**src/hw/relay_pkg.sv**
```systemverilog
package relay_pkg;
  // ------------------------------------------------------------
  // clock and timing
  // ------------------------------------------------------------
  localparam int unsigned CLK_HZ = 25_000_000;       // system clock rate
  localparam int unsigned TICK_MS = 1000;            // slow tick period, ms
  localparam int unsigned TICK_CYCLES = CLK_HZ / 1000 * TICK_MS;
  localparam int unsigned HEAT_MS = 500;             // heater on-time per pulse, ms
  localparam int unsigned HEAT_CYCLES = CLK_HZ / 1000 * HEAT_MS;
  localparam int unsigned BEAT_MS = 100;             // heartbeat flash length, ms
  localparam int unsigned BEAT_CYCLES = CLK_HZ / 1000 * BEAT_MS;
  localparam int unsigned RESEND_MS = 100;           // retransmit spacing, ms
  localparam int unsigned RESEND_CYCLES = CLK_HZ / 1000 * RESEND_MS;
  localparam int unsigned CNT_W = 25;                // wide enough for TICK_CYCLES

  // ------------------------------------------------------------
  // command codes
  // ------------------------------------------------------------
  localparam logic [2:0] CMD_IDLE = 3'h0;            // no unit acts
  localparam logic [2:0] CMD_TERMINATE = 3'h1;       // cutdown fires heater
  localparam logic [2:0] CMD_VENT = 3'h3;            // vent unit opens
  localparam logic [7:0] PWM_FULL = 8'hff;           // default heater duty
  localparam logic [15:0] NET_ID_RST = 16'h0000;     // network id reset value

  // one radio frame: network identifier and command code
  typedef struct packed {
    logic [15:0] net_id;
    logic [2:0] code;
  } radio_frame_t;
endpackage

```
**src/hw/balloon_command_relay.sv**
```systemverilog
`timescale 1ns/1ns
// Notes on behaviour
// - command code is three bits, zero to seven
// - board drives four status lines to modem
// - resend latest code until it changes
// - units accept frames only with matching id
// - cutdown code 001 enables heater current
// - vent acts on 011; cutdown ignores it
// - terminate indicator turns on, stays on
// - status indicator toggles about every second
// - heartbeat indicator blinks with heartbeat tone
// - heater pulses each second while terminate persists
// - heater drive is a PWM data line
// - idle code stops heater firing
module balloon_command_relay
  import relay_pkg::*;
(
  input wire logic clk_sys_i,                    // 25 MHz system clock
  input wire logic rst_n_i,                      // sync reset, active low
  input wire logic cmd_bit0_in_i,                // modem command bit 0 (pin)
  input wire logic cmd_bit1_in_i,                // modem command bit 1 (pin)
  input wire logic cmd_bit2_in_i,                // modem command bit 2 (pin)
  input wire logic [3:0] status_val_i,           // status word to send to modem
  input wire logic [15:0] net_id_i,              // own network identifier
  input wire logic [7:0] pwm_duty_i,             // heater duty, 0..255
  input wire radio_frame_t rx_frame_i,           // received radio frame
  input wire logic rx_valid_i,                   // received frame strobe
  output logic [3:0] status_out_o,               // status lines to modem
  output radio_frame_t tx_frame_o,               // frame to broadcast
  output logic tx_valid_o,                       // broadcast strobe
  output logic heartbeat_led_o,                  // heartbeat indicator
  output logic beat_tone_o,                      // heartbeat tone gate
  output logic status_led_o,                     // cutdown status indicator
  output logic terminate_latched_led_o,          // terminate seen indicator
  output logic heater_pwm_o,                     // heater switched-ground drive
  output logic vent_active_o,                    // vent actuator drive
  output logic [2:0] latest_cmd_o                // current modem code
);
  // ------------------------------------------------------------
  // pin synchronisers
  // ------------------------------------------------------------
  logic [2:0] sync1_r, sync1_nxt;   // first stage, read by sync2 only
  logic [2:0] sync2_r, sync2_nxt;   // second stage
  logic [2:0] prev_r, prev_nxt;     // second stage one cycle ago
  logic [3:0] stat_r, stat_nxt;     // registered status lines

  // modem bits are asynchronous levels, so two flops each
  always_comb begin
    sync1_nxt = {cmd_bit2_in_i, cmd_bit1_in_i, cmd_bit0_in_i};
    sync2_nxt = sync1_r;
    prev_nxt = sync2_r;
    stat_nxt = status_val_i;
  end

  always_ff @(posedge clk_sys_i) begin
    if (!rst_n_i) begin
      sync1_r <= CMD_IDLE;
      sync2_r <= CMD_IDLE;
      prev_r <= CMD_IDLE;
      stat_r <= '0;
    end else begin
      sync1_r <= sync1_nxt;
      sync2_r <= sync2_nxt;
      prev_r <= prev_nxt;
      stat_r <= stat_nxt;
    end
  end

  // ------------------------------------------------------------
  // slow enables
  // ------------------------------------------------------------
  logic sec_tick;     // one-second pulse
  logic resend_tick;  // retransmit pulse

  pulse_timer #(.PERIOD(TICK_CYCLES)) u_sec (
    .clk_sys_i(clk_sys_i),
    .rst_n_i(rst_n_i),
    .run_i(1'b1),
    .tick_o(sec_tick)
  );

  pulse_timer #(.PERIOD(RESEND_CYCLES)) u_resend (
    .clk_sys_i(clk_sys_i),
    .rst_n_i(rst_n_i),
    .run_i(1'b1),
    .tick_o(resend_tick)
  );

  // ------------------------------------------------------------
  // coordinator: resend latest code
  // ------------------------------------------------------------
  logic [2:0] code_r, code_nxt;     // latest modem code
  radio_frame_t tx_r, tx_nxt;       // outgoing frame
  logic txv_r, txv_nxt;             // outgoing strobe

  // the three bits are synchronised one by one, so skew between the modem
  // lines can show a false code for a cycle (000 to 011 may pass 001);
  // a code is taken only once it reads the same on two edges in a row
  // a new code goes out at once; otherwise it repeats on each resend tick
  always_comb begin
    code_nxt = code_r;
    if (sync2_r == prev_r) begin
      code_nxt = sync2_r;
    end
    tx_nxt = tx_r;
    txv_nxt = 1'b0;
    if (code_nxt != code_r || resend_tick) begin
      tx_nxt.net_id = net_id_i;
      tx_nxt.code = code_nxt;
      txv_nxt = 1'b1;
    end
  end

  always_ff @(posedge clk_sys_i) begin
    if (!rst_n_i) begin
      code_r <= CMD_IDLE;
      tx_r <= '{net_id: NET_ID_RST, code: CMD_IDLE};
      txv_r <= 1'b0;
    end else begin
      code_r <= code_nxt;
      tx_r <= tx_nxt;
      txv_r <= txv_nxt;
    end
  end

  // ------------------------------------------------------------
  // remote units: filter by network id
  // ------------------------------------------------------------
  logic [2:0] unit_cmd_r, unit_cmd_nxt;  // last accepted code
  logic terminate_latched_led_r, terminate_latched_led_nxt;              // terminate ever seen
  logic vent_r, vent_nxt;                // vent running
  logic stled_r, stled_nxt;              // status indicator

  always_comb begin
    unit_cmd_nxt = unit_cmd_r;
    if (rx_valid_i && rx_frame_i.net_id == net_id_i) begin
      unit_cmd_nxt = rx_frame_i.code;
    end
    // sticky: only reset clears it
    terminate_latched_led_nxt = terminate_latched_led_r || (unit_cmd_r == CMD_TERMINATE);
    // vent follows 011; 001 and idle leave it off
    vent_nxt = (unit_cmd_r == CMD_VENT);
    stled_nxt = stled_r ^ sec_tick;
  end

  always_ff @(posedge clk_sys_i) begin
    if (!rst_n_i) begin
      unit_cmd_r <= CMD_IDLE;
      terminate_latched_led_r <= 1'b0;
      vent_r <= 1'b0;
      stled_r <= 1'b0;
    end else begin
      unit_cmd_r <= unit_cmd_nxt;
      terminate_latched_led_r <= terminate_latched_led_nxt;
      vent_r <= vent_nxt;
      stled_r <= stled_nxt;
    end
  end

  // ------------------------------------------------------------
  // heater firing: one burst per second, PWM inside it
  // ------------------------------------------------------------
  logic firing;                     // terminate active
  logic fire_d_r, fire_d_nxt;       // firing one cycle ago
  logic [CNT_W-1:0] burn_r, burn_nxt;  // remaining burst cycles
  logic [7:0] pwm_r, pwm_nxt;       // PWM phase
  logic heat_r, heat_nxt;           // heater drive

  assign firing = (unit_cmd_r == CMD_TERMINATE);

  // the first burst starts on the rise of firing so a unit powered up into
  // a standing terminate fires immediately; later bursts wait for a second
  // tick, otherwise the heater would burn without pause
  always_comb begin
    burn_nxt = burn_r;
    fire_d_nxt = firing;
    if (!firing) begin
      burn_nxt = '0;
    end else if (burn_r == '0 && (sec_tick || !fire_d_r)) begin
      burn_nxt = CNT_W'(HEAT_CYCLES);
    end else if (burn_r != '0) begin
      burn_nxt = burn_r - CNT_W'(1);
    end
    pwm_nxt = pwm_r + 8'h01;
    heat_nxt = firing && (burn_r != '0) && (pwm_r < pwm_duty_i);
  end

  always_ff @(posedge clk_sys_i) begin
    if (!rst_n_i) begin
      burn_r <= '0;
      fire_d_r <= 1'b0;
      pwm_r <= '0;
      heat_r <= 1'b0;
    end else begin
      burn_r <= burn_nxt;
      fire_d_r <= fire_d_nxt;
      pwm_r <= pwm_nxt;
      heat_r <= heat_nxt;
    end
  end

  // ------------------------------------------------------------
  // heartbeat: indicator and tone share one timer
  // ------------------------------------------------------------
  logic [CNT_W-1:0] beat_r, beat_nxt;   // flash remaining
  logic beat_led_r, beat_led_nxt;

  // tone and led come from one flop so they can never drift apart
  always_comb begin
    if (sec_tick) begin
      beat_nxt = CNT_W'(BEAT_CYCLES);
    end else if (beat_r != '0) begin
      beat_nxt = beat_r - CNT_W'(1);
    end else begin
      beat_nxt = '0;
    end
    beat_led_nxt = (beat_nxt != '0);
  end

  always_ff @(posedge clk_sys_i) begin
    if (!rst_n_i) begin
      beat_r <= '0;
      beat_led_r <= 1'b0;
    end else begin
      beat_r <= beat_nxt;
      beat_led_r <= beat_led_nxt;
    end
  end

  // ------------------------------------------------------------
  // outputs
  // ------------------------------------------------------------
  assign status_out_o = stat_r;
  assign tx_frame_o = tx_r;
  assign tx_valid_o = txv_r;
  assign heartbeat_led_o = beat_led_r;
  assign beat_tone_o = beat_led_r;
  assign status_led_o = stled_r;
  assign terminate_latched_led_o = terminate_latched_led_r;
  assign heater_pwm_o = heat_r;
  assign vent_active_o = vent_r;
  assign latest_cmd_o = code_r;
endmodule

```
**src/hw/pulse_timer.sv**
```systemverilog
`timescale 1ns/1ns
// periodic enable: one-cycle pulse every PERIOD cycles
module pulse_timer
  import relay_pkg::*;
#(
  parameter int unsigned PERIOD = 2
) (
  input wire logic clk_sys_i,   // system clock
  input wire logic rst_n_i,     // sync reset, active low
  input wire logic run_i,       // counts while high, restarts when low
  output logic tick_o           // one-cycle pulse at period end
);
  localparam logic [CNT_W-1:0] LAST = CNT_W'(PERIOD - 1);

  logic [CNT_W-1:0] cnt_r;   // current count
  logic [CNT_W-1:0] cnt_nxt; // next count

  // ------------------------------------------------------------
  // counter
  // ------------------------------------------------------------
  always_comb begin
    if (!run_i || cnt_r == LAST) begin
      cnt_nxt = '0;            // wrap or hold at zero
    end else begin
      cnt_nxt = cnt_r + CNT_W'(1);
    end
  end

  always_ff @(posedge clk_sys_i) begin
    if (!rst_n_i) begin
      cnt_r <= '0;
    end else begin
      cnt_r <= cnt_nxt;
    end
  end

  assign tick_o = run_i && (cnt_r == LAST);
endmodule

```
**config.mk**
```make
export PLATFORM = sky130hd
export DESIGN_NAME = balloon_command_relay
export DESIGN_NICKNAME = d
export VERILOG_FILES = /design/src/hw/relay_pkg.sv /design/src/hw/balloon_command_relay.sv /design/src/hw/pulse_timer.sv
export SDC_FILE = /design/constraint.sdc
export NUM_CORES = 1
export LEC_CHECK = 0
export CAP_MARGIN = 10
export CORE_MARGIN = 2
export CORE_UTILIZATION = 55
export DETAILED_ROUTE_END_ITERATION = 8
export DONT_BUFFER_PORTS = 1
export PLACE_DENSITY = 0.81
export SKIP_LAST_GASP = 1
export SLEW_MARGIN = 0
export SYNTH_ARGS = -nofsm -noshare
export SYNTH_HDL_FRONTEND = slang
export SYNTH_SLANG_ARGS = --single-unit
export TNS_END_PERCENT = 20
```
**constraint.sdc**
```tcl
create_clock -name clk_sys_i -period 7.87 [get_ports clk_sys_i]
set_clock_uncertainty 0.05 [all_clocks]
set_input_delay 1.1805 -clock clk_sys_i [delete_from_list [all_inputs] [get_ports clk_sys_i]]
set_output_delay 1.1805 -clock clk_sys_i [all_outputs]
set_load 0.02 [all_outputs]
```
======== Word level (Yosys, flattened, before mapping) ========
Cells that the tools add are included.
word-level totals
  ROM bits ................................ 0
  bits in writable memories ............... 0
  flip-flop bits (word level) ............. 153
  input port bits ......................... 53
  output and inout port bits .............. 33
  word-level logic and storage cells ...... 60
  memories ................................ 0
  latch bits .............................. 0
operators by class
  add/subtract/negate cells ............... 5
  div/mod/pow operators ................... 0
  bitwise logic cells ..................... 3
  reduce and logical (&&, ||, !) cells .... 17
  multiplexer cells ....................... 6
  shift operators ......................... 0
  eq/ne operators ......................... 7
  $lt $le $gt $ge ......................... 1
  $mul .................................... 0
operator list
  operator                                                                  count
  25-bit nonzero test                                                       3
  25-bit by 1-bit adder with 25-bit output (second input constant)          2
  25-bit 2-to-1 mux                                                         2
  25-bit by 1-bit subtractor with 25-bit output (second input constant)     2
  24-bit 2-to-1 mux                                                         2
  25-bit by 22-bit equality test with 1-bit output (second input constant)  1
  25-bit equality test (second input constant)                              1
  25-bit logical NOT                                                        1
  16-bit equality test                                                      1
  8-bit by 1-bit adder with 8-bit output (second input constant)            1
  8-bit < comparator                                                        1
  1-bit logical AND                                                         4
  2-bit OR reduction                                                        2
  3-bit by 1-bit equality test with 1-bit output (second input constant)    1
  3-bit by 2-bit equality test with 1-bit output (second input constant)    1
  3-bit equality test                                                       1
  1-bit logical OR                                                          3
  3-bit 2-to-1 mux                                                          1
  3-bit != test                                                             1
  3-bit OR reduction                                                        1
  1-bit NOT                                                                 2
  2-bit AND reduction                                                       1
  2-bit nonzero test                                                        1
  1-bit logical NOT                                                         1
  other kinds (2)                                                           2

======== Logic depth before layout (Yosys ltp) ========
Gate-level depths: netlist of run 1.
  depth in word-level cells ............... 5
  mapped depth ............................ 10
  mapped depth without buffers ............ 8

======== Cells and area by module ========
From an unflattened synthesis of run 1, not the netlist that was laid out.
unflattened totals
  cells, all modules ...................... 776
  area total of the unflattened synthesis .. 7,098.1 µm²
by module, submodules not included
  module                  cells each  area an instance (µm²)  sequential area each (µm²)  instances
  balloon_command_relay   500         4,719.5                 2,062.0                     1
  pulse_timer (u_resend)  143         1,204.9                 500.5                       1
  pulse_timer (u_sec)     133         1,173.6                 500.5                       1

======== Worst setup path after synthesis of run 1 ========
Ideal clock, no wire load.
  path type ............................... reg-to-reg
  start ................................... register burn_r[3]
  end ..................................... register burn_r[17]
  stages on the path, launching flop included .. 10
  buffers on the path ..................... 3
  setup time .............................. 0.091 ns
  required time ........................... 7.729 ns
  path slack .............................. 5.073 ns
  arrival ................................. 2.656 ns
  period minus slack after synthesis ...... 2.797 ns
  path through ............................ dfxtp_1 or4_4 or4_1 buf_2 or4_1 buf_6 a21oi_4 buf_6 a211oi_1 a311oi_1
on the way
  longest elaborated chain between the ends .. 3
  elaborated cells on any way between the ends .. 7
  those cells by class .................... add/sub: 1; mux: 2; reduce/logical: 4
ends and longest elaborated chain
  item                                                                                        RTL line                                                    source
  start, declared                                                                             balloon_command_relay.sv:165                                logic [CNT_W-1:0] burn_r, burn_nxt;
  start signal, assigned                                                                      balloon_command_relay.sv:195                                burn_r <= burn_nxt;
  25-bit by 1-bit subtractor with 25-bit output / 25-bit logical NOT (equally long branches)  balloon_command_relay.sv:182, balloon_command_relay.sv:179
  24-bit 2-to-1 mux / 1-bit logical AND (equally long branches)                               balloon_command_relay.sv:181, balloon_command_relay.sv:179
  24-bit 2-to-1 mux / 2-bit nonzero test (equally long branches)                              --
Parallel ways exist; a longest one is shown, timed or not. The select of a mux whose other input is x is not followed.
A chain may end at the register's enable or synchronous reset.

======== Final worst setup path of run 1 ========
  start ................................... register burn_r[3]
  end ..................................... register burn_r[16]
on the way
  longest elaborated chain between the ends .. 3
  elaborated cells on any way between the ends .. 5
  those cells by class .................... add/sub: 1; reduce/logical: 4
ends and longest elaborated chain
  item
  branches (longest 3 deep; another with 25-bit by 1-bit subtractor with 25-bit output)
Parallel ways; which one is timed is not known.

==> impl_metrics.py, run 1 <==
metrics = {
    "grt": {
        "grt_max_degree": 42,
        "grt_pass1_vias": 5479,
        "track_usage_pct": 22.82,
        "grt_first_pass_wirelength_um": 24720,
        "antenna_found_initial": 1,
        "grt_remaining_overflow": 0,
    },
    "synth": {
        "postSynthAreaPerCell_um2": 8.916,
        "synth-seq-area-share_pct": 44.56,
        "synth_flop_cell": "dfxtp_1",
        "synthArstFlopShare_pct": 0,
        "ys_types": 62,
        "synthesis.area_um2": 6874,
        "synth_edf_count": 0,
        "synth_warnings": 0,
        "netlist_instances": 771,
        "ys_seq_elements": 153,
        "synth_fp_nets": 836,
    },
    "final_layout": {
        "final_common_cell": "dfxtp_1",
        "fin_util_pct": 62.80,
        "fillers": 991,
        "layoutNonFillerInstCount": 944,
        "nets": 827,
        "syn2layout_area_growth_pct": 10.65,
        "layout_common_cells": "153 x dfxtp_1, 141 x nor2_1, 49 x xnor2_1, 48 x xor2_1, 41 x nand2_1",
        "drive_above_1_share_pct": 5.032,
    },
    "timing": {
        "slew_headroom_pct": 29.80,
        "period_share_pct": 43.68,
        "fin_tns_setup_ns": 0,
        "timing.final.ws_setup_ns": 4.432,
        "tightest_slew_ns": 1.050,
        "rsz0062_at_grt": "false",
        "hold_viol": 0,
        "fin_crit_ns": 3.438,
        "finalMaxSlewViolations": 0,
        "fmax_ghz": 0.2909,
        "setup-violations-final": 0,
    },
    "worst_setup_path": {
        "cp_max_fo": 13,
        "path_class": "reg -> reg",
        "critPathRequiredTime_ns": 8.11,
        "cp-start-kind": "flip-flop",
        "worstPathArrival_ns": 3.67,
        "worstSetupEndpointType": "flip-flop",
    },
    "drt": {
        "dr.pass1.iters": 5,
        "ant_nets": 0,
        "vias": 5515,
        "wl_per_cell_um": 15.50,
        "drt_wl_total_um": 14630,
        "first_iter_violations": 308,
        "drc_errors": 0,
        "vias_per_cell": 5.842,
    },
    "clock_tree": {
        "postCtsHoldBufs": 0,
        "cts_inserted_buffers": 17,
        "post_cts_buffers": 0,
        "cts_buffer_depth": 2,
        "clkTransAtPathRegs_ns": 0.06,
        "clock-sinks": 153,
        "cts_root_buf": "clkbuf_16",
        "htree_levels": 4,
        "insertion_delay_ns": 0.42,
        "cts_tree": "done",
        "ctsResizeCount": 0,
    },
    "die": {
        "core_area_um2": 12110,
        "start_util_pct": 56.76,
        "dieArea_um2": 13410,
        "std_cell_rows": 40,
        "ioPinCount": 86,
        "die_w_um": 115.8,
        "die_h_um": 115.8,
    },
    "pwr": {
        "ir_worst_vdd_uv": 173.8,
        "intPower_uw": 1649,
        "power.density_nw_per_um2": 316.0,
        "clockPowerShare_pct": 36.6,
        "power_leakage_uw": 0.002897,
        "power_uw": 2403,
        "comb_power_share_pct": 24.2,
        "netSwitchingFraction_pct": 31.38,
        "sequentialPowerShare_pct": 39.1,
        "p_sw_uw": 754.3,
    },
    "placement": {
        "placed_cells": 911,
        "gp_congestion": 0.9223,
        "numPortBuffers": 0,
        "dp_hpwl_um": 10340,
        "pre_cts_ws_ns": 4.494,
    },
    "hold_path": {
        "hp-class": "reg -> reg",
    },
    "job": {
        "cap_violations": 0,
    },
    "status": {
        "status": "complete, no violations",
    },
}
[area by class of cell]
class | count | area, µm² | area share [%]
tap | 168 | 210.2 | 2.764
clock inverter | 13 | 200.2 | 2.632
inverter | 21 | 78.83 | 1.036
timing repair buffer | 1 | 7.507 | 0.09870
sequential | 153 | 3063 | 40.27
multi-input combinational | 568 | 3601 | 47.34
clock buffer | 19 | 442.9 | 5.823
antenna | 1 | 2.502 | 0.03290
[Yosys cell counts, drive strengths merged (2+ instances only)]
master | count | share of area (%)
a21o | 3 | 0.33
a311oi | 12 | 1.5
mux2i | 21 | 3.1
a21oi | 16 | 1.3
o41ai | 2 | 0.36
dfxtp | 153 | 45
o21ai | 6 | 0.44
o31ai | 2 | 0.22
o32ai | 2 | 0.25
nand2b | 3 | 0.27
xnor2 | 49 | 6.2
buf | 10 | 0.87
nor3 | 33 | 2.5
or3 | 8 | 0.73
nor2b | 2 | 0.18
a211oi | 16 | 1.7
and2 | 16 | 1.5
nand4 | 15 | 1.4
a31oi | 3 | 0.27
clkbuf | 19 | 1.0
and4 | 7 | 0.89
inv | 20 | 1.1
nand3 | 31 | 2.3
nor2 | 141 | 7.7
nor3b | 4 | 0.44
o21a | 5 | 0.55
and3 | 14 | 1.3
ha | 12 | 2.2
nand2 | 41 | 2.2
nand3b | 4 | 0.44
or2 | 3 | 0.27
xor2 | 48 | 6.1
nor4 | 16 | 1.6
nor4b | 3 | 0.38
or4 | 12 | 1.4
or4b | 2 | 0.29
[worst max-delay path, cell delays in order, from the launching register on]
cell and delay, ns:
dfxtp_1 0.35, or4_4 0.56, or4_1 0.62, or4_1 0.72
a21oi_4 0.41, nand2b_1 0.47, nor2_1 0.11
[path summary, 6_finish.rpt]
path / slack, ns / cells past startpoint / startpoint / to
setup / recovery: 4.43 / 6 / burn_r[3] / burn_r[16]
hold / removal: 0.39 / 1 / sync1_r[1] / prev_nxt[1]
setup reg to reg: 4.43 / 6 / burn_r[3] / burn_r[16]
hold reg to reg: 0.39 / 1 / sync1_r[1] / prev_nxt[1]
[per-layer routing]
metal	GRT usage, %	vias up	part of all wire [%]
li1	-	2676	-
met1	26.45	2578	42
met2	39.57	231	49
met3	6.956	30	7.2
met4	8.968	0	1.7
met5	0	-	0
[state kept, by name, summed over array words and instances (netlist names)]
register,cells
heater_pwm_o,1
status_out_o,4
beat_r,25
fire_d_r,1
beat_tone_o,1
prev_nxt,3
u_sec.cnt_r,25
vent_active_o,1
prev_r,3
tx_valid_o,1
sync1_r,3
terminate_latched_led_o,1
status_led_o,1
burn_r,25
pwm_r,8
latest_cmd_o,3
u_resend.cnt_r,25
tx_frame_o,19
unit_cmd_r,3
[power by group through the flow]
stage	clock, µW	sequential [µW]	combinational (µW)
after global placement	0	947	545
after floorplan	0	922	486
after global routing	925	950	653
after detailed placement	0	950	563
final	880	941	582
after CTS	890	937	574
[cell families (layout without fill, tap and decap cells)]
logic type,count (synthesis),after routing,synth area share [%]
other,0,1,0
and+or+nand+nor,359,359,26.21
DFF,153,153,44.56
AOI/OAI and AO/OA,79,79,8.573
muxes,21,21,3.058
adders and majority gates,12,12,2.184
xor gates and xnor gates,97,97,12.36
buffers and inverters,50,54,3.058
[stage by stage]
step,hold WS (ns),cell area [µm²]
detailed placement,0.3684,6960
global placement,0.3705,6960
finish,0.3892,7606
global route,0.4051,7606
CTS,0.3896,7604
floorplan,0.3610,6874
(Power assumes the default switching activity.)
==> run 2: changes to the inputs <==
PLACE_DENSITY = 0.84   (was 0.81)
clock period = 2.9 ns   (was 7.87 ns; I/O delays follow)
==> impl_metrics.py, run 2 (synthesis results as in run 1) <==
metrics = {
    "status": {
        "status": "complete, no violations",
    },
    "worst_setup_path": {
        "cp_max_fo": 6,
        "cp-start-kind": "flip-flop",
        "critPathRequiredTime_ns": 3.16,
        "worstSetupEndpointType": "flip-flop",
        "worstPathArrival_ns": 3.13,
        "path_class": "reg -> reg",
    },
    "timing": {
        "period_share_pct": 98.65,
        "slew_headroom_pct": 56.09,
        "rsz0062_at_grt": "true",
        "fin_crit_ns": 2.861,
        "finalMaxSlewViolations": 0,
        "fmax_ghz": 0.3495,
        "fin_tns_setup_ns": 0,
        "tightest_slew_ns": 0.6537,
        "setup-violations-final": 0,
        "hold_viol": 0,
        "whs_ns": 0.07508,
    },
    "clock_tree": {
        "cts_buffer_depth": 2,
        "insertion_delay_ns": 0.42,
        "clock-sinks": 153,
        "cts_root_buf": "clkbuf_16",
        "htree_levels": 4,
        "cts_inserted_buffers": 17,
        "clkTransAtPathRegs_ns": 0.06,
        "cts_tree": "done",
        "postCtsHoldBufs": 0,
    },
    "placement": {
        "numPortBuffers": 0,
        "gp_congestion": 0.8995,
        "dp_hpwl_um": 9905,
        "placed_cell_area_um2": 7106,
    },
    "die": {
        "dieArea_um2": 13410,
        "core_area_um2": 12110,
        "die_h_um": 115.8,
        "die_w_um": 115.8,
        "start_util_pct": 56.76,
        "std_cell_rows": 40,
        "ioPinCount": 86,
    },
    "final_layout": {
        "final_common_cell": "dfxtp_1",
        "drive_above_1_share_pct": 7.557,
        "fillers": 969,
        "antennaDiodeCount": 0,
        "nets": 846,
        "final_area_um2": 7727,
        "syn2layout_area_growth_pct": 12.41,
        "layout_common_cells": "153 x dfxtp_1, 141 x nor2_1, 49 x xnor2_1, 48 x xor2_1, 41 x nand2_1",
        "fin_util_pct": 63.80,
    },
    "grt": {
        "antenna_found_initial": 0,
        "grt_first_pass_wirelength_um": 23940,
        "grt_pass1_vias": 5215,
        "grt_remaining_overflow": 0,
        "grt_max_degree": 42,
        "track_usage_pct": 22.25,
    },
    "pwr": {
        "power_leakage_uw": 0.002983,
        "ir_worst_vdd_uv": 434.8,
        "power_uw": 6313,
        "power.density_nw_per_um2": 817.0,
    },
    "drt": {
        "vias_per_cell": 5.635,
        "ant_nets": 0,
        "drc_errors": 0,
        "wl_per_cell_um": 14.94,
        "first_iter_violations": 376,
        "drt_wl_total_um": 14380,
        "dr.pass1.iters": 5,
        "vias": 5421,
    },
    "job": {
        "cap_violations": 0,
    },
    "hold_path": {
        "hp-class": "in -> reg",
    },
}
run 2: cell types whose count changed in the layout (fill, tap and decap cells not counted), sizes merged:
cell	before	now
buf	1	20
bufinv	5	1
clkbuf	19	18
clkinv	5	6
clkinvlp	4	2
diode	1	0
inv	20	26
run 2: final cells by class:
type / count / area, µm² / share of cell area [%]
Clock buffer: 18 / 439.2 / 5.683
Clock inverter: 14 / 137.6 / 1.781
Inverter: 21 / 78.83 / 1.020
Multi-Input combinational cell: 568 / 3623 / 46.89
Sequential cell: 153 / 3063 / 39.64
Tap cell: 168 / 210.2 / 2.720
Timing Repair Buffer: 20 / 175.2 / 2.267
run 2: through the flow:
| stage | instances | setup slack (ns) |
|---|---|---|
| 5_1_grt | 962 | -0.05855 |
| 3_3_place_gp | 927 | 0.1582 |
| 2_1_floorplan | 771 | 0.1031 |
| 3_5_place_dp | 927 | 0.08775 |
| 4_1_cts | 959 | 0.01386 |
| 6_report | 962 | 0.03915 |
run 2: what timing repair did:
item / in CTS / in global routing
resized for setup: 0 / 3
setup buffers: 0 / 3
hold endpoints to repair: 0 / 0
endpoints found under the setup margin: 0 / 9
run 2: final timing paths:
path,from,endpoint,slack (ns),depth (start not counted)
max,burn_r[3],burn_r[15],0.04,7
min,rst_n_i,terminate_latched_led_o,0.08,2
max reg2reg,burn_r[3],burn_r[15],0.04,7
min reg2reg,u_resend.cnt_r[0],u_resend.cnt_r[0],0.40,1
run 2: critical path: stages, from the launching register on:
cell and delay [ns]:
dfxtp_1 0.36, or4_4 0.56, or4_1 0.53, or4_1 0.57, a21oi_4 0.21, buf_4 0.16, a211oi_1 0.05, a311oi_1 0.28
run 2: metal layers:
layer	global-route usage [%]	routed length (µm)
met2	37.89	6923
met3	6.904	796
met1	26.81	6344
met5	0	0
met4	7.540	313
run 2: report_power, final:
part / leakage, µW / total (µW) / internal [µW] / switching, µW
Combinational: 0.00146 / 1640 / 722 / 915
Sequential: 0.00124 / 2530 / 2290 / 245
Clock: 0.000283 / 2140 / 1230 / 919
Total: 0.00298 / 6310 / 4230 / 2080
==> run 3: changes to the inputs <==
REMOVE_ABC_BUFFERS = 1   (was unset)
==> impl_metrics.py, run 3 (synthesis results as in run 1) <==
metrics = {
    "timing": {
        "slew_headroom_pct": 49.49,
        "fin_tns_setup_ns": 0,
        "hold_viol": 0,
        "setup-violations-final": 0,
        "timing.final.ws_setup_ns": 0.1136,
        "tightest_slew_ns": 0.7560,
        "whs_ns": 0.08872,
        "period_share_pct": 96.08,
        "finalMaxSlewViolations": 0,
        "fin_crit_ns": 2.786,
        "rsz0062_at_grt": "false",
        "fmax_ghz": 0.3589,
    },
    "pwr": {
        "power.density_nw_per_um2": 831.1,
        "ir_worst_vdd_uv": 455.8,
        "power_leakage_uw": 0.002988,
    },
    "worst_setup_path": {
        "r2r-end": "burn_r[10]",
        "r2r_cells": 7,
        "path_class": "reg -> reg",
        "cp_max_fo": 6,
        "cp-start-kind": "flip-flop",
        "critPathRequiredTime_ns": 3.16,
        "worstSetupEndpointType": "flip-flop",
        "rrSetupSlack_ns": 0.11,
        "worstPathArrival_ns": 3.04,
        "rr_startpoint": "burn_r[8]",
    },
    "drt": {
        "vias_per_cell": 5.646,
        "wl_per_cell_um": 14.98,
        "drc_errors": 0,
        "dr.pass1.iters": 5,
        "drt_wl_total_um": 14440,
        "vias": 5443,
        "ant_nets": 0,
        "first_iter_violations": 395,
    },
    "die": {
        "core_area_um2": 12110,
        "std_cell_rows": 40,
        "die_h_um": 115.8,
        "ioPinCount": 86,
        "start_util_pct": 56.76,
        "die_w_um": 115.8,
        "dieArea_um2": 13410,
    },
    "clock_tree": {
        "insertion_delay_ns": 0.41,
        "cts_inserted_buffers": 17,
        "postCtsHoldBufs": 0,
        "htree_levels": 4,
        "cts_buffer_depth": 2,
        "clock-sinks": 153,
        "clkTransAtPathRegs_ns": 0.06,
        "cts_tree": "done",
        "cts_root_buf": "clkbuf_16",
    },
    "placement": {
        "pre_cts_ws_ns": 0.06943,
        "placed_cells": 931,
        "dp_hpwl_um": 10040,
        "numPortBuffers": 0,
        "gp_congestion": 0.8943,
    },
    "status": {
        "status": "complete, no violations",
    },
    "hold_path": {
        "whs_path_depth": 1,
        "worstHoldEndpoint": "sync1_r[1]",
        "hp-class": "in -> reg",
        "min_from": "rst_n_i",
    },
    "final_layout": {
        "multi_input_area_um2": 3617,
        "syn2layout_area_growth_pct": 12.92,
        "seq_area_um2": 3064,
        "fillers": 988,
        "final_common_cell": "dfxtp_1",
        "layoutNonFillerInstCount": 964,
        "nets": 848,
        "layout_common_cells": "152 x dfxtp_1, 141 x nor2_1, 49 x xnor2_1, 48 x xor2_1, 41 x nand2_1",
        "antennaDiodeCount": 0,
        "drive_above_1_share_pct": 8.040,
    },
    "job": {
        "cap_violations": 0,
    },
    "grt": {
        "antenna_found_initial": 0,
        "grt_remaining_overflow": 0,
        "grt_pass1_vias": 5231,
        "track_usage_pct": 22.79,
        "grt_first_pass_wirelength_um": 24360,
        "grt_max_degree": 42,
    },
}
run 3: cell types whose count changed in the layout (fill, tap and decap cells not counted), sizes merged:
| cell | previous run | this run |
|---|---|---|
| buf | 20 | 22 |
| bufinv | 1 | 3 |
| clkbuf | 18 | 22 |
| clkinv | 6 | 3 |
| clkinvlp | 2 | 3 |
| inv | 26 | 22 |
run 3: where the power goes:
group | switching (µW) | total [µW] | internal [µW]
clock network | 847 | 2270 | 1420
logic | 937 | 1640 | 707
registers | 249 | 2540 | 2290
run 3: layout make-up:
type	count	share of cell area, %
Timing Repair Buffer	22	2.289
Inverter	21	1.015
Tap cell	168	2.708
Clock inverter	10	1.805
Sequential cell	153	39.47
Clock buffer	22	6.109
Multi-Input combinational cell	568	46.60
run 3: per-layer routing:
metal  track usage (%)  share of wire (%)  vias to the layer above
met5                 0                  0                        -
met4             8.413                1.8                        0
met2             38.05                 48                      117
met1             28.06                 45                     2567
met3             6.695                4.6                       33
li1                  -                  -                     2726
run 3: worst max-delay path, stage by stage, from the launching register on:
cell and delay [ns]:
dfxtp_1 0.36, or4_1 0.59, or4_4 0.44, or4_4 0.51
a21oi_4 0.17, buf_4 0.17, a211oi_1 0.05, a311oi_1 0.33
run 3: per-stage QoR:
| stage | total power (µW) | cell area, µm² | utilization (%) |
|---|---|---|---|
| after floorplan | 3781 | 6743 | - |
| after global placement | 4127 | 7123 | 58.81 |
| after detailed placement | 4163 | 7123 | 58.81 |
| after CTS | 6453 | 7737 | 63.88 |
| after global routing | 6787 | 7762 | 64.09 |
| final | 6451 | 7762 | 64.09 |
run 3: worst max-delay path by stage:
stage / start / endpoint / slack [ns] / cells after the start
after global placement: burn_r[3] / burn_r[10] / 0.15 / 7
after detailed placement: burn_r[3] / burn_r[12] / 0.07 / 7
after global routing: burn_r[14] / burn_r[10] / 0.02 / 7
final: burn_r[8] / burn_r[10] / 0.11 / 7
after CTS: burn_r[3] / burn_r[20] / -0.03 / 7
after floorplan: burn_r[3] / burn_r[1] / -0.10 / 6
run 3: repair_timing:
item                       CTS  global route
setup endpoints to repair    2            21
gates resized for setup      0             5
pin swaps                    1             2
buffers inserted             0             1
